$ cat src/hw/i2csh_consts.svh
// Constants of the I2C client-stretch and host-control block
`ifndef I2CSH_CONSTS_SVH
`define I2CSH_CONSTS_SVH
`define I2CSH_MASK_RESET 8'hFF
`define I2CSH_GCALL_ADDR 8'h00
`define I2CSH_ADDR_RESET 8'h00
`define I2CSH_BRG_RESET 8'h04
`define I2CSH_HI10_PREFIX 5'h1E
`define I2CSH_CLK_MHZ 50
`define I2CSH_BITS_PER_BYTE 4'h8
`define I2CSH_ACK_BIT 4'h9
`endif

$ cat src/hw/i2csh_pkg.sv
// Types shared by the I2C client-stretch and host-control block
package i2csh_pkg;
  typedef enum logic [2:0] {
    I2CSH_IDLE = 3'b000,
    I2CSH_ADDR = 3'b001,
    I2CSH_ADDR2 = 3'b011,
    I2CSH_DATA = 3'b010,
    I2CSH_ACK = 3'b110,
    I2CSH_SKIP = 3'b111
  } i2csh_state_e;
  typedef enum logic [1:0] {
    I2CSH_GEN_NONE = 2'b00,
    I2CSH_GEN_START = 2'b01,
    I2CSH_GEN_STOP = 2'b11
  } i2csh_gen_e;
endpackage

$ cat src/hw/i2csh_line_if.sv
// Synchronised bus line levels and their edges
`timescale 1ns/10ps
interface i2csh_line_if;
  logic sclLevel;
  logic sdaLevel;
  logic sclRise;
  logic sclFall;
  logic startSeen;
  logic stopSeen;
  modport src (output sclLevel, sdaLevel, sclRise, sclFall, startSeen, stopSeen);
  modport dst (input sclLevel, sdaLevel, sclRise, sclFall, startSeen, stopSeen);
endinterface

$ cat src/hw/i2csh_top.sv
// I2C client clock stretching, address match and host start/stop control
// Functional notes
// - 10-bit hold reception matches 7-bit behaviour besides address rewrite on update
// - With hold bit clear, drive SCL low only after sampling it low
// - Setting hold bit releases SCL; others may still hold it low
// - After acknowledged read request clear hold bit and stretch until hold bit set again
// - Stretch enable holds SCL low after every acknowledge sequence
// - Buffer-full flag never affects stretching decisions
// - Address update flag holds SCL without clearing hold bit; write releases
// - Address hold clears hold bit after eighth fall of matching address
// - Data hold clears hold bit after eighth fall of each received (write) data byte
// - SCL stays low until hold bit set and bus released
// - General call enable acknowledges address zero write, raising interrupt flag
// - General call in 10-bit mode skips address update; next byte data
// - Address hold also stretches after general call address byte
// - Zero mask bits make received address bits don't-care
// - Address mask resets to all ones
// - Mask covers A[7:1] in 7-bit, low byte in 10-bit, never high byte
// - Start and stop flags clear on reset and when port disabled
// - Firmware host mode keeps only start/stop detection active
// - Host mode interrupt on detected start or stop and on completion of own start/stop generation
// - Buffer write before start completes is dropped, setting collision flag
// - Own start/stop generation suspends detection; interrupt when bit clears
`timescale 1ns/10ps
`include "i2csh_consts.svh"
module i2c_client_stretch_host_ctrl
  import i2csh_pkg::*;
#(
  parameter int BRG_W = 8
) (
  input wire logic mclk,
  input wire logic rst_n,
  input wire logic sclIn,
  input wire logic sdaIn,
  output logic sclOut,
  output logic sclOe_n,
  output logic sdaOut,
  output logic sdaOe_n,
  input wire logic port_enable,
  input wire logic hostMode,
  input wire logic firmwareHost,
  input wire logic tenBitMode,
  input wire logic stretch_or_start_enable,
  input wire logic stopGenReq,
  input wire logic address_hold_enable,
  input wire logic data_hold_enable,
  input wire logic general_call_enable,
  input wire logic ackValue,
  input wire logic holdReleaseSet,
  input wire logic addrWrite,
  input wire logic [7:0] addrWriteData,
  input wire logic maskWrite,
  input wire logic [7:0] maskWriteData,
  input wire logic bufWrite,
  input wire logic [7:0] bufWriteData,
  input wire logic bufRead,
  input wire logic intClear,
  input wire logic wcolClear,
  input wire logic [BRG_W-1:0] baudReload,
  output logic clock_hold_release,
  output logic address_update_needed,
  output logic buffer_full_flag,
  output logic port_interrupt_flag,
  output logic write_collision_flag,
  output logic startFlag,
  output logic stopFlag,
  output logic readMode,
  output logic stretch_active,
  output logic [7:0] transfer_buffer,
  output logic [7:0] address_register,
  output logic [7:0] address_mask_register
);
  i2csh_line_if lines ();
  i2csh_state_e state_reg;
  i2csh_gen_e gen_reg;
  logic [7:0] shift_register;
  logic [7:0] txShift_reg;
  logic [3:0] bitCnt_reg;
  logic ackDrive_reg;
  logic sclHold_reg;
  logic sdaDrive_reg;
  logic genScl_reg;
  logic genPhase_reg;
  logic addressed_reg;
  logic isGcall_reg;
  logic byteMatch;
  logic hostBusy;
  logic baudTick;
  logic genRun;

  i2csh_line_sync u_sync (
    .mclk(mclk),
    .rst_n(rst_n),
    .sclIn(sclIn),
    .sdaIn(sdaIn),
    .lines(lines.src)
  );

  i2csh_baud_gen #(.WIDTH(BRG_W)) u_baud (
    .mclk(mclk),
    .rst_n(rst_n),
    .run(genRun),
    .sclReleased(!genScl_reg),
    .sclLevel(lines.sclLevel),
    .reload(baudReload),
    .tick(baudTick)
  );

  // ==========================================
  // Address compare: mask applies only to masked fields
  function automatic logic addrMatch(input logic [7:0] rx, input logic [7:0] own, input logic [7:0] msk);
    addrMatch = ((rx ^ own) & msk) == 8'h00;
  endfunction

  always_comb begin
    byteMatch = 1'b0;
    if (state_reg == I2CSH_ADDR) begin
      if (general_call_enable && shift_register == `I2CSH_GCALL_ADDR) begin
        byteMatch = 1'b1;
      end else if (tenBitMode) begin
        byteMatch = shift_register[7:1] == address_register[7:1];
      end else begin
        byteMatch = addrMatch({shift_register[7:1], 1'b0}, {address_register[7:1], 1'b0},
          {address_mask_register[7:1], 1'b0});
      end
    end else if (state_reg == I2CSH_ADDR2) begin
      byteMatch = addrMatch(shift_register, address_register, address_mask_register);
    end
  end

  assign genRun = hostMode && !firmwareHost && gen_reg != I2CSH_GEN_NONE;
  assign hostBusy = gen_reg != I2CSH_GEN_NONE;

  // ==========================================
  // Mask and address registers
  always_ff @(posedge mclk) begin
    if (!rst_n) begin
      address_mask_register <= `I2CSH_MASK_RESET;
    end else if (maskWrite) begin
      address_mask_register <= maskWriteData;
    end
  end

  always_ff @(posedge mclk) begin
    if (!rst_n) begin
      address_register <= `I2CSH_ADDR_RESET;
    end else if (addrWrite) begin
      address_register <= addrWriteData;
    end
  end

  // ==========================================
  // Client byte engine
  always_ff @(posedge mclk) begin
    if (!rst_n || !port_enable || hostMode) begin
      state_reg <= I2CSH_IDLE;
      shift_register <= 8'h00;
      bitCnt_reg <= 4'h0;
      ackDrive_reg <= 1'b0;
      addressed_reg <= 1'b0;
      isGcall_reg <= 1'b0;
      readMode <= 1'b0;
    end else if (lines.startSeen) begin
      state_reg <= I2CSH_ADDR;
      // Start's own SCL fall wraps this to zero, so it is not counted as a bit
      bitCnt_reg <= 4'hF;
      ackDrive_reg <= 1'b0;
      addressed_reg <= 1'b0;
      isGcall_reg <= 1'b0;
    end else if (lines.stopSeen) begin
      state_reg <= I2CSH_IDLE;
      ackDrive_reg <= 1'b0;
    end else begin
      if (lines.sclRise && bitCnt_reg < `I2CSH_BITS_PER_BYTE) begin
        shift_register <= {shift_register[6:0], lines.sdaLevel};
      end
      if (lines.sclRise && bitCnt_reg == `I2CSH_BITS_PER_BYTE && readMode && state_reg == I2CSH_DATA
          && lines.sdaLevel) begin
        state_reg <= I2CSH_SKIP;
      end
      if (lines.sclFall) begin
        if (bitCnt_reg == `I2CSH_BITS_PER_BYTE - 4'h1) begin
          bitCnt_reg <= `I2CSH_BITS_PER_BYTE;
          if (byteMatch || state_reg == I2CSH_DATA) begin
            ackDrive_reg <= !readMode || state_reg != I2CSH_DATA;
            if (state_reg == I2CSH_ADDR) begin
              isGcall_reg <= general_call_enable && shift_register == `I2CSH_GCALL_ADDR;
              readMode <= shift_register[0];
            end
          end
        end else if (bitCnt_reg == `I2CSH_BITS_PER_BYTE) begin
          bitCnt_reg <= 4'h0;
          ackDrive_reg <= 1'b0;
          case (state_reg)
            I2CSH_ADDR: begin
              if (!byteMatch) begin
                state_reg <= I2CSH_SKIP;
              end else if (tenBitMode && !isGcall_reg && !readMode) begin
                state_reg <= I2CSH_ADDR2;
              end else begin
                state_reg <= I2CSH_DATA;
                addressed_reg <= 1'b1;
              end
            end
            I2CSH_ADDR2: begin
              state_reg <= byteMatch ? I2CSH_DATA : I2CSH_SKIP;
              addressed_reg <= byteMatch;
            end
            I2CSH_DATA: state_reg <= I2CSH_DATA;
            I2CSH_ACK: state_reg <= I2CSH_DATA;
            I2CSH_SKIP: state_reg <= I2CSH_SKIP;
            default: state_reg <= I2CSH_IDLE;
          endcase
        end else if (state_reg != I2CSH_IDLE && state_reg != I2CSH_SKIP) begin
          bitCnt_reg <= bitCnt_reg + 4'h1;
        end
      end
    end
  end

  // ==========================================
  // Hold bit: hardware clears, software sets; a hardware clear wins
  always_ff @(posedge mclk) begin
    if (!rst_n || !port_enable) begin
      clock_hold_release <= 1'b1;
    end else if (lines.sclFall && !hostMode) begin
      if (bitCnt_reg == `I2CSH_BITS_PER_BYTE - 4'h1 && byteMatch && address_hold_enable) begin
        clock_hold_release <= 1'b0;
      end else if (bitCnt_reg == `I2CSH_BITS_PER_BYTE - 4'h1 && state_reg == I2CSH_DATA && !readMode
          && data_hold_enable) begin
        clock_hold_release <= 1'b0;
      end else if (bitCnt_reg == `I2CSH_BITS_PER_BYTE && (byteMatch || state_reg == I2CSH_DATA)
          && (readMode || stretch_or_start_enable)) begin
        // Independent of buffer_full_flag on purpose: legacy skipping caused races
        clock_hold_release <= 1'b0;
      end else if (holdReleaseSet) begin
        clock_hold_release <= 1'b1;
      end
    end else if (holdReleaseSet) begin
      clock_hold_release <= 1'b1;
    end
  end

  // ==========================================
  // Address update flag for 10-bit client reception
  always_ff @(posedge mclk) begin
    if (!rst_n || !port_enable || hostMode || !tenBitMode) begin
      address_update_needed <= 1'b0;
    end else if (lines.sclFall && bitCnt_reg == `I2CSH_BITS_PER_BYTE && !isGcall_reg && !readMode
        && (state_reg == I2CSH_ADDR2 || (state_reg == I2CSH_ADDR && byteMatch))) begin
      address_update_needed <= 1'b1;
    end else if (addrWrite) begin
      address_update_needed <= 1'b0;
    end
  end

  // ==========================================
  // SCL hold: only extends a low phase already seen on the bus
  always_ff @(posedge mclk) begin
    if (!rst_n || !port_enable || hostMode) begin
      sclHold_reg <= 1'b0;
    end else if (clock_hold_release && !address_update_needed) begin
      sclHold_reg <= 1'b0;
    end else if (address_update_needed && addrWrite) begin
      sclHold_reg <= 1'b0;
    end else if (!lines.sclLevel) begin
      sclHold_reg <= 1'b1;
    end
  end
  assign stretch_active = sclHold_reg;

  // ==========================================
  // Buffer, transmit shifter, collision flag
  always_ff @(posedge mclk) begin
    if (!rst_n || !port_enable) begin
      transfer_buffer <= 8'h00;
      buffer_full_flag <= 1'b0;
      txShift_reg <= 8'hFF;
    end else if (bufWrite && !(hostMode && hostBusy)) begin
      transfer_buffer <= bufWriteData;
      txShift_reg <= bufWriteData;
      buffer_full_flag <= 1'b1;
    end else if (lines.sclFall && bitCnt_reg == `I2CSH_BITS_PER_BYTE - 4'h1 && !readMode
        && (byteMatch || state_reg == I2CSH_DATA)) begin
      transfer_buffer <= shift_register;
      buffer_full_flag <= 1'b1;
    end else begin
      if (bufRead) begin
        buffer_full_flag <= 1'b0;
      end
      if (lines.sclFall && readMode && state_reg == I2CSH_DATA && bitCnt_reg < `I2CSH_BITS_PER_BYTE) begin
        txShift_reg <= {txShift_reg[6:0], 1'b1};
      end
    end
  end

  always_ff @(posedge mclk) begin
    if (!rst_n || !port_enable) begin
      write_collision_flag <= 1'b0;
    end else if (bufWrite && hostMode && hostBusy) begin
      write_collision_flag <= 1'b1;
    end else if (wcolClear) begin
      write_collision_flag <= 1'b0;
    end
  end

  // ==========================================
  // Host start/stop generation paced by the baud generator
  always_ff @(posedge mclk) begin
    if (!rst_n || !port_enable || !hostMode || firmwareHost) begin
      gen_reg <= I2CSH_GEN_NONE;
      genPhase_reg <= 1'b0;
      sdaDrive_reg <= 1'b0;
      genScl_reg <= 1'b0;
    end else begin
      case (gen_reg)
        I2CSH_GEN_NONE: begin
          genPhase_reg <= 1'b0;
          if (stretch_or_start_enable && lines.sclLevel && lines.sdaLevel) begin
            gen_reg <= I2CSH_GEN_START;
          end else if (stopGenReq) begin
            gen_reg <= I2CSH_GEN_STOP;
            sdaDrive_reg <= 1'b1;
          end
        end
        I2CSH_GEN_START: begin
          if (baudTick) begin
            sdaDrive_reg <= 1'b1;
            genPhase_reg <= 1'b1;
            if (genPhase_reg) begin
              gen_reg <= I2CSH_GEN_NONE;
              genScl_reg <= 1'b1;
            end
          end
        end
        I2CSH_GEN_STOP: begin
          genScl_reg <= 1'b0;
          if (baudTick) begin
            genPhase_reg <= 1'b1;
            if (genPhase_reg) begin
              sdaDrive_reg <= 1'b0;
              gen_reg <= I2CSH_GEN_NONE;
            end
          end
        end
        default: gen_reg <= I2CSH_GEN_NONE;
      endcase
    end
  end

  // ==========================================
  // Start/stop flags, suspended during own generation
  always_ff @(posedge mclk) begin
    if (!rst_n || !port_enable) begin
      startFlag <= 1'b0;
      stopFlag <= 1'b0;
    end else if (!hostBusy) begin
      if (lines.startSeen) begin
        startFlag <= 1'b1;
        stopFlag <= 1'b0;
      end else if (lines.stopSeen) begin
        stopFlag <= 1'b1;
        startFlag <= 1'b0;
      end
    end
  end

  // ==========================================
  // Interrupt flag; a new event wins over a clear in the same cycle
  always_ff @(posedge mclk) begin
    if (!rst_n || !port_enable) begin
      port_interrupt_flag <= 1'b0;
    end else if ((hostMode && !hostBusy && (lines.startSeen || lines.stopSeen))
        || (hostBusy && baudTick && genPhase_reg)
        || (lines.sclFall && bitCnt_reg == `I2CSH_BITS_PER_BYTE && (hostMode || byteMatch
        || address_update_needed || state_reg == I2CSH_DATA || state_reg == I2CSH_ADDR2))
        || (!hostMode && lines.sclFall && bitCnt_reg == `I2CSH_BITS_PER_BYTE - 4'h1 && byteMatch
        && address_hold_enable)) begin
      port_interrupt_flag <= 1'b1;
    end else if (intClear) begin
      port_interrupt_flag <= 1'b0;
    end
  end

  // ==========================================
  // Pin drivers; enable low means driving low
  always_comb begin
    sclOut = 1'b0;
    sdaOut = 1'b0;
    sclOe_n = !(sclHold_reg || genScl_reg);
    sdaOe_n = 1'b1;
    if (sdaDrive_reg) begin
      sdaOe_n = 1'b0;
    end else if (ackDrive_reg) begin
      sdaOe_n = ackValue;
    end else if (!hostMode && readMode && state_reg == I2CSH_DATA && addressed_reg) begin
      sdaOe_n = txShift_reg[7];
    end
  end
endmodule

$ cat src/hw/i2csh_line_sync.sv
// Two-flop synchronisers and edge/condition detection for SCL and SDA
`timescale 1ns/10ps
module i2csh_line_sync (
  input wire logic mclk,
  input wire logic rst_n,
  input wire logic sclIn,
  input wire logic sdaIn,
  i2csh_line_if.src lines
);
  logic [1:0] sclSync_reg;
  logic [1:0] sdaSync_reg;
  logic sclOld_reg;
  logic sdaOld_reg;
  // ==========================================
  // Synchronisers
  always_ff @(posedge mclk) begin
    if (!rst_n) begin
      sclSync_reg <= 2'h3;
      sdaSync_reg <= 2'h3;
    end else begin
      sclSync_reg <= {sclSync_reg[0], sclIn};
      sdaSync_reg <= {sdaSync_reg[0], sdaIn};
    end
  end
  // ==========================================
  // Edge history, read only from the second stage
  always_ff @(posedge mclk) begin
    if (!rst_n) begin
      sclOld_reg <= 1'b1;
      sdaOld_reg <= 1'b1;
    end else begin
      sclOld_reg <= sclSync_reg[1];
      sdaOld_reg <= sdaSync_reg[1];
    end
  end
  assign lines.sclLevel = sclSync_reg[1];
  assign lines.sdaLevel = sdaSync_reg[1];
  assign lines.sclRise = sclSync_reg[1] & ~sclOld_reg;
  assign lines.sclFall = ~sclSync_reg[1] & sclOld_reg;
  assign lines.startSeen = sclSync_reg[1] & sclOld_reg & sdaOld_reg & ~sdaSync_reg[1];
  assign lines.stopSeen = sclSync_reg[1] & sclOld_reg & ~sdaOld_reg & sdaSync_reg[1];
endmodule

$ cat src/hw/i2csh_baud_gen.sv
// Baud generator with clock arbitration on the sampled SCL level
`timescale 1ns/10ps
module i2csh_baud_gen #(
  parameter int WIDTH = 8
) (
  input wire logic mclk,
  input wire logic rst_n,
  input wire logic run,
  input wire logic sclReleased,
  input wire logic sclLevel,
  input wire logic [WIDTH-1:0] reload,
  output logic tick
);
  logic [WIDTH-1:0] count_reg;
  logic waitHigh_reg;
  // ==========================================
  // Counter; stalls while a released SCL is still held low outside
  always_ff @(posedge mclk) begin
    if (!rst_n || !run) begin
      count_reg <= reload;
      waitHigh_reg <= 1'b0;
    end else if (sclReleased && !sclLevel) begin
      count_reg <= reload;
      waitHigh_reg <= 1'b1;
    end else if (waitHigh_reg || count_reg == '0) begin
      count_reg <= reload;
      waitHigh_reg <= 1'b0;
    end else begin
      count_reg <= count_reg - 1'b1;
    end
  end
  assign tick = run && !waitHigh_reg && !(sclReleased && !sclLevel) && count_reg == '0;
endmodule

$ cat config.mk
export PLATFORM = sky130hd
export DESIGN_NAME = i2c_client_stretch_host_ctrl
export DESIGN_NICKNAME = d
export VERILOG_FILES = /design/src/hw/i2csh_pkg.sv /design/src/hw/i2csh_line_if.sv /design/src/hw/i2csh_top.sv /design/src/hw/i2csh_line_sync.sv /design/src/hw/i2csh_baud_gen.sv
export VERILOG_INCLUDE_DIRS = /design/src /design/src/hw
export SDC_FILE = /design/constraint.sdc
export NUM_CORES = 1
export LEC_CHECK = 0
export BUFFER_PORTS_ARGS = -buffer_cell sky130_fd_sc_hd__buf_2
export CAP_MARGIN = 20
export CORE_MARGIN = 8
export CORE_UTILIZATION = 45
export DETAILED_ROUTE_END_ITERATION = 12
export PLACE_DENSITY = 0.7
export SLEW_MARGIN = 20
export SYNTH_ARGS = -nofsm -noshare
export SYNTH_HDL_FRONTEND = slang
export SYNTH_SLANG_ARGS = --single-unit
$ cat constraint.sdc
create_clock -name mclk -period 2.3 [get_ports mclk]
set_input_delay 0 -clock mclk [delete_from_list [all_inputs] [get_ports mclk]]
set_output_delay 0 -clock mclk [all_outputs]
set_load 0.05 [all_outputs]
* Word-level counts from Yosys, hierarchy flattened
Cells that the tools add are included.
Cells by class: add/subtract/negate cells 2, $lt $le $gt $ge 1, equal/unequal tests 26, mux-type cells 72, bitwise gates (word level) 19, reduce and logical (&&, ||, !) cells 128
Operators by type and width (number):
- $mux W8 | 8
- $logic_and A1 B1 Y1 | 53
- $mux W1 | 42
- $logic_not A8 Y1 | 4
- $reduce_bool A2 Y1 | 13
- $mux W4 | 6
- $logic_or A1 B1 Y1 | 20
- $ne A2 B2 Y1 const B | 10
- $mux W3 | 6
- $and A8 B8 Y8 | 2
- $logic_not A1 Y1 | 16
- $xor A8 B8 Y8 | 2
- $reduce_and A3 Y1 | 5
- $pmux W3 S4 | 1
- $reduce_and A6 Y1 | 2
- $reduce_bool A3 Y1 | 3
- $mux W2 | 4
- $not A1 Y1 | 8
- $sub A8 B1 Y8 const B | 1
- $and A1 B1 Y1 | 7
- $eq A7 B7 Y1 | 1
- $reduce_and A7 Y1 | 1
- $eq A3 B2 Y1 const B | 2
- $eq A3 B3 Y1 const B | 2
- 19 further kinds | 29
Storage, ports and cells: register bits 79, bits of input ports 53

* Longest topological paths before layout
word-level depth 14, mapped depth 8

* Cells and area by module
From an unflattened synthesis, not the netlist that was laid out.
Second synthesis, totals: cell total of the unflattened synthesis 440, area total of the unflattened synthesis 3961.3 sq um
Modules (own cells, without submodules):
- i2c_client_stretch_host_ctrl | instances 1, cells an instance 379, area each 3278.1 sq um, seq. area each 1281.2 sq um
- i2csh_baud_gen | instances 1, cells an instance 45, area each 493.0 sq um, seq. area each 180.2 sq um
- i2csh_line_sync | instances 1, cells an instance 16, area each 190.2 sq um, seq. area each 120.1 sq um

* Worst setup path before layout
OpenSTA, ideal clock, no wires.
path kind flip-flop to flip-flop, start reg address_register[7], end reg port_interrupt_flag, library setup time 0.077 ns, arrival time 2.159 ns, required time 2.223 ns, slack 0.065 ns, cell stages (with the launch flop) 8, path buffers 1, period minus slack after synthesis 2.235 ns, path through dfxtp_1 -> xor2_1 -> a222oi_1 -> and4_1 -> clkbuf_1 -> o21ai_2 -> a221o_1 -> a41oi_2
On the way: longest elaborated chain between the ends 14, elaborated cells between the ends (all ways) 22, classes of those cells eq/ne (1); mux (5); bitwise (4); reduce/logical (12)
RTL lines:
- start, declared | line i2csh_top.sv:70 | output logic [7:0] address_register,
- start signal, assigned | line i2csh_top.sv:146 | address_register <= `I2CSH_ADDR_RESET;
- start signal, assigned | line i2csh_top.sv:148 | address_register <= addrWriteData;
- $xor A8 B8 Y8 | line i2csh_top.sv:112 | addrMatch = ((rx ^ own) & msk) == 8'h00;
- $and A8 B8 Y8 | line i2csh_top.sv:112
- $logic_not A8 Y1 | line i2csh_top.sv:112
- $mux W1 | line i2csh_top.sv:120 | end else if (tenBitMode) begin
- $mux W1 | line i2csh_top.sv:118 | if (general_call_enable && shift_register == `I2CSH_GCALL_ADDR) begin
- $mux W1 (*) | line i2csh_top.sv:117 | if (state_reg == I2CSH_ADDR) begin
- $logic_or A1 B1 Y1 | line i2csh_top.sv:375 | || (lines.sclFall && bitCnt_reg == `I2CSH_BITS_PER_BYTE && (hostMode || byteMatch
- $logic_or A1 B1 Y1 (3 in a row) | line i2csh_top.sv:376 | || address_update_needed || state_reg == I2CSH_DATA || state_reg == I2CSH_ADDR2))
- $logic_and A1 B1 Y1 | line i2csh_top.sv:375
- $logic_or A1 B1 Y1 | line i2csh_top.sv:373 | end else if ((hostMode && !hostBusy && (lines.startSeen || lines.stopSeen))
- $logic_or A1 B1 Y1 (*) | line i2csh_top.sv:373
- $mux W1 / $reduce_bool A2 Y1 (equally long branches)
- end signal, assigned | line i2csh_top.sv:372 | port_interrupt_flag <= 1'b0;
- end signal, assigned | line i2csh_top.sv:379 | port_interrupt_flag <= 1'b1;
- end signal, assigned | line i2csh_top.sv:381 | port_interrupt_flag <= 1'b0;
- end, declared | line i2csh_top.sv:63 | output logic port_interrupt_flag,
Mark *: on every way between the ends. The rest lies on a longest branch, timed or not. A chain may end at the register's enable or synchronous reset.

* Worst setup path after layout
start reg shift_register[3], end reg transfer_buffer[3]
On the way: longest elaborated chain between the ends 9, elaborated cells between the ends (all ways) 18, classes of those cells eq/ne (1); mux (6); bitwise (4); reduce/logical (7)
RTL lines:
- start, declared | line i2csh_top.sv:76 | logic [7:0] shift_register;
- start signal, assigned | line i2csh_top.sv:175 | shift_register <= {shift_register[6:0], lines.sdaLevel};
- $xor A8 B8 Y8 | line i2csh_top.sv:112
- $and A8 B8 Y8 | line i2csh_top.sv:112
- $logic_not A8 Y1 | line i2csh_top.sv:112
- $mux W1 | line i2csh_top.sv:120
- $mux W1 | line i2csh_top.sv:118
- $mux W1 | line i2csh_top.sv:117
- $logic_or A1 B1 Y1 | line i2csh_top.sv:284 | && (byteMatch || state_reg == I2CSH_DATA)) begin
- $logic_and A1 B1 Y1 | line i2csh_top.sv:283 | end else if (lines.sclFall && bitCnt_reg == `I2CSH_BITS_PER_BYTE - 4'h1 && !readMode
- $reduce_bool A2 Y1 (no source line)
- end signal, assigned | line i2csh_top.sv:280 | transfer_buffer <= bufWriteData;
- end signal, assigned | line i2csh_top.sv:285 | transfer_buffer <= shift_register;
- end, declared | line i2csh_top.sv:69 | output logic [7:0] transfer_buffer,
Several ways; a longest one is shown, not always the timed one. The select of a mux whose other input is x is not followed.

==> results.cfg <==
[finish]
area_growth_pct = 30.0
n_fill_cell = 766
final_area_um2 = 5030
final_cell_mix = buf_2 (87), dfxtp_1 (78), nand2_1 (50), nor2_1 (42), dlygate4sd3_1 (41)
drive_gt1_share_pct = 22.1
final_common_cell = buf_2
final_core_util_pct = 59.1
n_antenna_cell = 0
fin_nets = 643
stdcell_count = 700

[yosys]
synth_area_um2 = 3870
ys.warnings.count = 0
synthAdderAreaFrac_pct = 0.970
synthDominantCellAreaShare_pct = 40.9
syn_avg_cell_area_um2 = 8.45
yosysSeqAreaShare_pct = 40.9
synth_cells = 458
synth_edf_count = 0
synth-xor-area-share_pct = 2.72
synthSimpleGateAreaFrac_pct = 23.7
yosys-mux-area-fraction_pct = 6.98
synthFlopType = dfxtp_1
ys_ff_latch = 79
yosys-top-cells-area = dfxtp_1 (41%), mux2i_1 (7.0%), nand2_1 (4.9%)
synth-compound-area-share_pct = 20.1
synthArstFlopShare_pct = 0
synth_top_family_by_area = simple AND/OR/NAND/NOR gates
yosysUniqueCellTypes = 62
yosys.area.top_type = dfxtp_1

[setup_path]
crit_path_top_delay_cell = or4_4
critPathBufInv = 0
worstPathArrival_ns = 2.37
crit_chain = xor2_1 > or4_4 > o21ai_4 > o21a_2 > o211ai_1 > a311oi_1
cp-end-kind = flip-flop
critical-path-top-delay-family = compound AO/OA/AOI/OAI gates
worst_path_largest_cell_delay_ns = 0.56
worst_ep_required_time_ns = 2.54
cp-start-kind = flip-flop
worstSetupPathType = reg2reg
critPathMaxFanout = 10

[place]
dp.cells = 643
routabilityCongestion = 0.940
placed_area_um2 = 4440
io_buffers = 87
dp_hpwl_um = 8770

[clock_tree]
cts-root-buf = clkbuf_8
clock_path_buffers = 2
cts_buffers = 9
htreeDepth = 3
clkLatencyLatePin_ns = 0.35
cts.reportedPaths.clkPinSlew_ns = 0.08
clock_sinks = 79
postCtsSetupRepairBufs = 0
tritoncts = built

[route]
post-route-drc-count = 0
viasPerCell = 5.52
ant_nets = 0
dr.pass1.iters = 5
drt-initial-drc-count = 274
num_vias = 3866
routed_wl_um = 11900
wl_per_cell_um = 17.0

[sta]
tightest_slew_ns = 0.543
skew_ns = 0.0146
finalHoldViolations = 0
setup-tns-final_ns = 0
fmax_ghz = 0.469
finalCriticalPeriod_ns = 2.13
maxSlewHeadroom_pct = 63.7
setup_viol = 0
drv_slew = 0
grt_setup_unrepaired = false
period_share_pct = 92.7

[floorplanning]
initial_core_util_pct = 45.5
die-area_um2 = 11800
die_h_um = 109
rows = 34
die_w_um = 109
io_pins = 90
core_area_um2 = 8510

[grt]
grt_pass1_wl_um = 19000
antenna_found_initial = 0
grt_pass1_vias = 3822
grt_max_degree = 25
overflow = 0
track_usage_pct = 20.3

[status]
status = finished clean

[pwr]
power_density_nw_per_um2 = 557
max-vdd-ir-drop_mv = 0.410
p_total_mw = 2.80
p_leak_nw = 2.19

[job]
maxCapViolCount = 0

[hold_path]
min-delay-path-class = in2reg
## what timing repair did
action                     4_1_cts  5_1_grt
hold buffers                    41        0
hold endpoints to repair        39        0
gates resized for setup          0        4
setup endpoints to repair        0       10
## synthesized netlist by cell type (all sizes together) (3+ instances only)
master and count:
ha 3, and3 9, nor3 14, a31oi 7, a41oi 9, xor2 9, or3 5, nand2 51
o211ai 9, a22oi 3, nand2b 11, clkbuf 19, a21o 3, a21oi 15, nor2b 19, dfxtp 79
a21boi 3, nor2 42, a211oi 7, a311oi 8, buf 8, nor4 3, nand3 12, o21ai 32
xnor2 3, mux2i 27, inv 15
## per-layer routing
metal	vias to the layer above	track usage [%]	share of wire [%]
met5	-	0	0
met4	0	8.60	3.1
met3	28	4.79	7.2
met2	162	32.4	45
met1	1778	25.7	44
li1	1898	-	-
## where the power goes
part	total, mW	internal [mW]	leakage, nW	switching, mW
clock network	0.900	0.386	0.0781	0.514
logic	0.443	0.183	1.46	0.260
registers	1.46	1.41	0.647	0.0459
## worst min-delay path: cells and delay by family
family	cells	cell delay (ns)
AOI/OAI and AO/OA	1	0.20
buffers and inverters	1	0.08
and+or+nand+nor	1	0.07
## worst paths after layout
| check | endpoint | start | depth (start not counted) | slack, ns |
|---|---|---|---|---|
| setup / recovery | transfer_buffer[3]$_SDFFE_PP0P_ | shift_register[3]$_SDFFE_PP0P_ | 6 | 0.17 |
| hold / removal | txShift_reg[5]$_SDFFE_PP1P_ | bufWriteData[5] | 3 | 0.05 |
| setup reg to reg | transfer_buffer[3]$_SDFFE_PP0P_ | shift_register[3]$_SDFFE_PP0P_ | 6 | 0.17 |
| hold reg to reg | u_sync.sdaSync_reg[1]$_SDFF_PN1_ | u_sync.sdaSync_reg[0]$_SDFF_PN1_ | 1 | 0.41 |
## logic make-up (layout without fill, tap and decap cells)
group,Yosys count,in the layout
AND/OR/NAND/NOR,182,182
AO/OA/AOI/OAI,112,112
flip-flops,79,79
buffers and inverters,42,175
multiplexers,27,27
XOR/XNOR,12,12
adder cells (fa/ha/maj),3,3
other,1,2
## through the flow
step	hold slack, ns	worst slack, ns
finish	0.0519	0.168
floorplan	0.0730	0.0648
detailed placement	0.186	0.0604
global placement	0.184	0.169
CTS	0.0403	0.0355
global route	0.0579	0.00203
## area by class of cell
class                           instances  area [µm²]  area share [%]
Multi-Input combinational cell        338        2120            42.2
Sequential cell                        79        1580            31.5
Timing Repair Buffer                  144         966            19.2
Tap cell                              108         135            2.69
Clock buffer                           10         128            2.54
Inverter                               15        56.3            1.12
Clock inverter                          6        37.5           0.746
No activity file was read; power rests on OpenSTA's default activity.
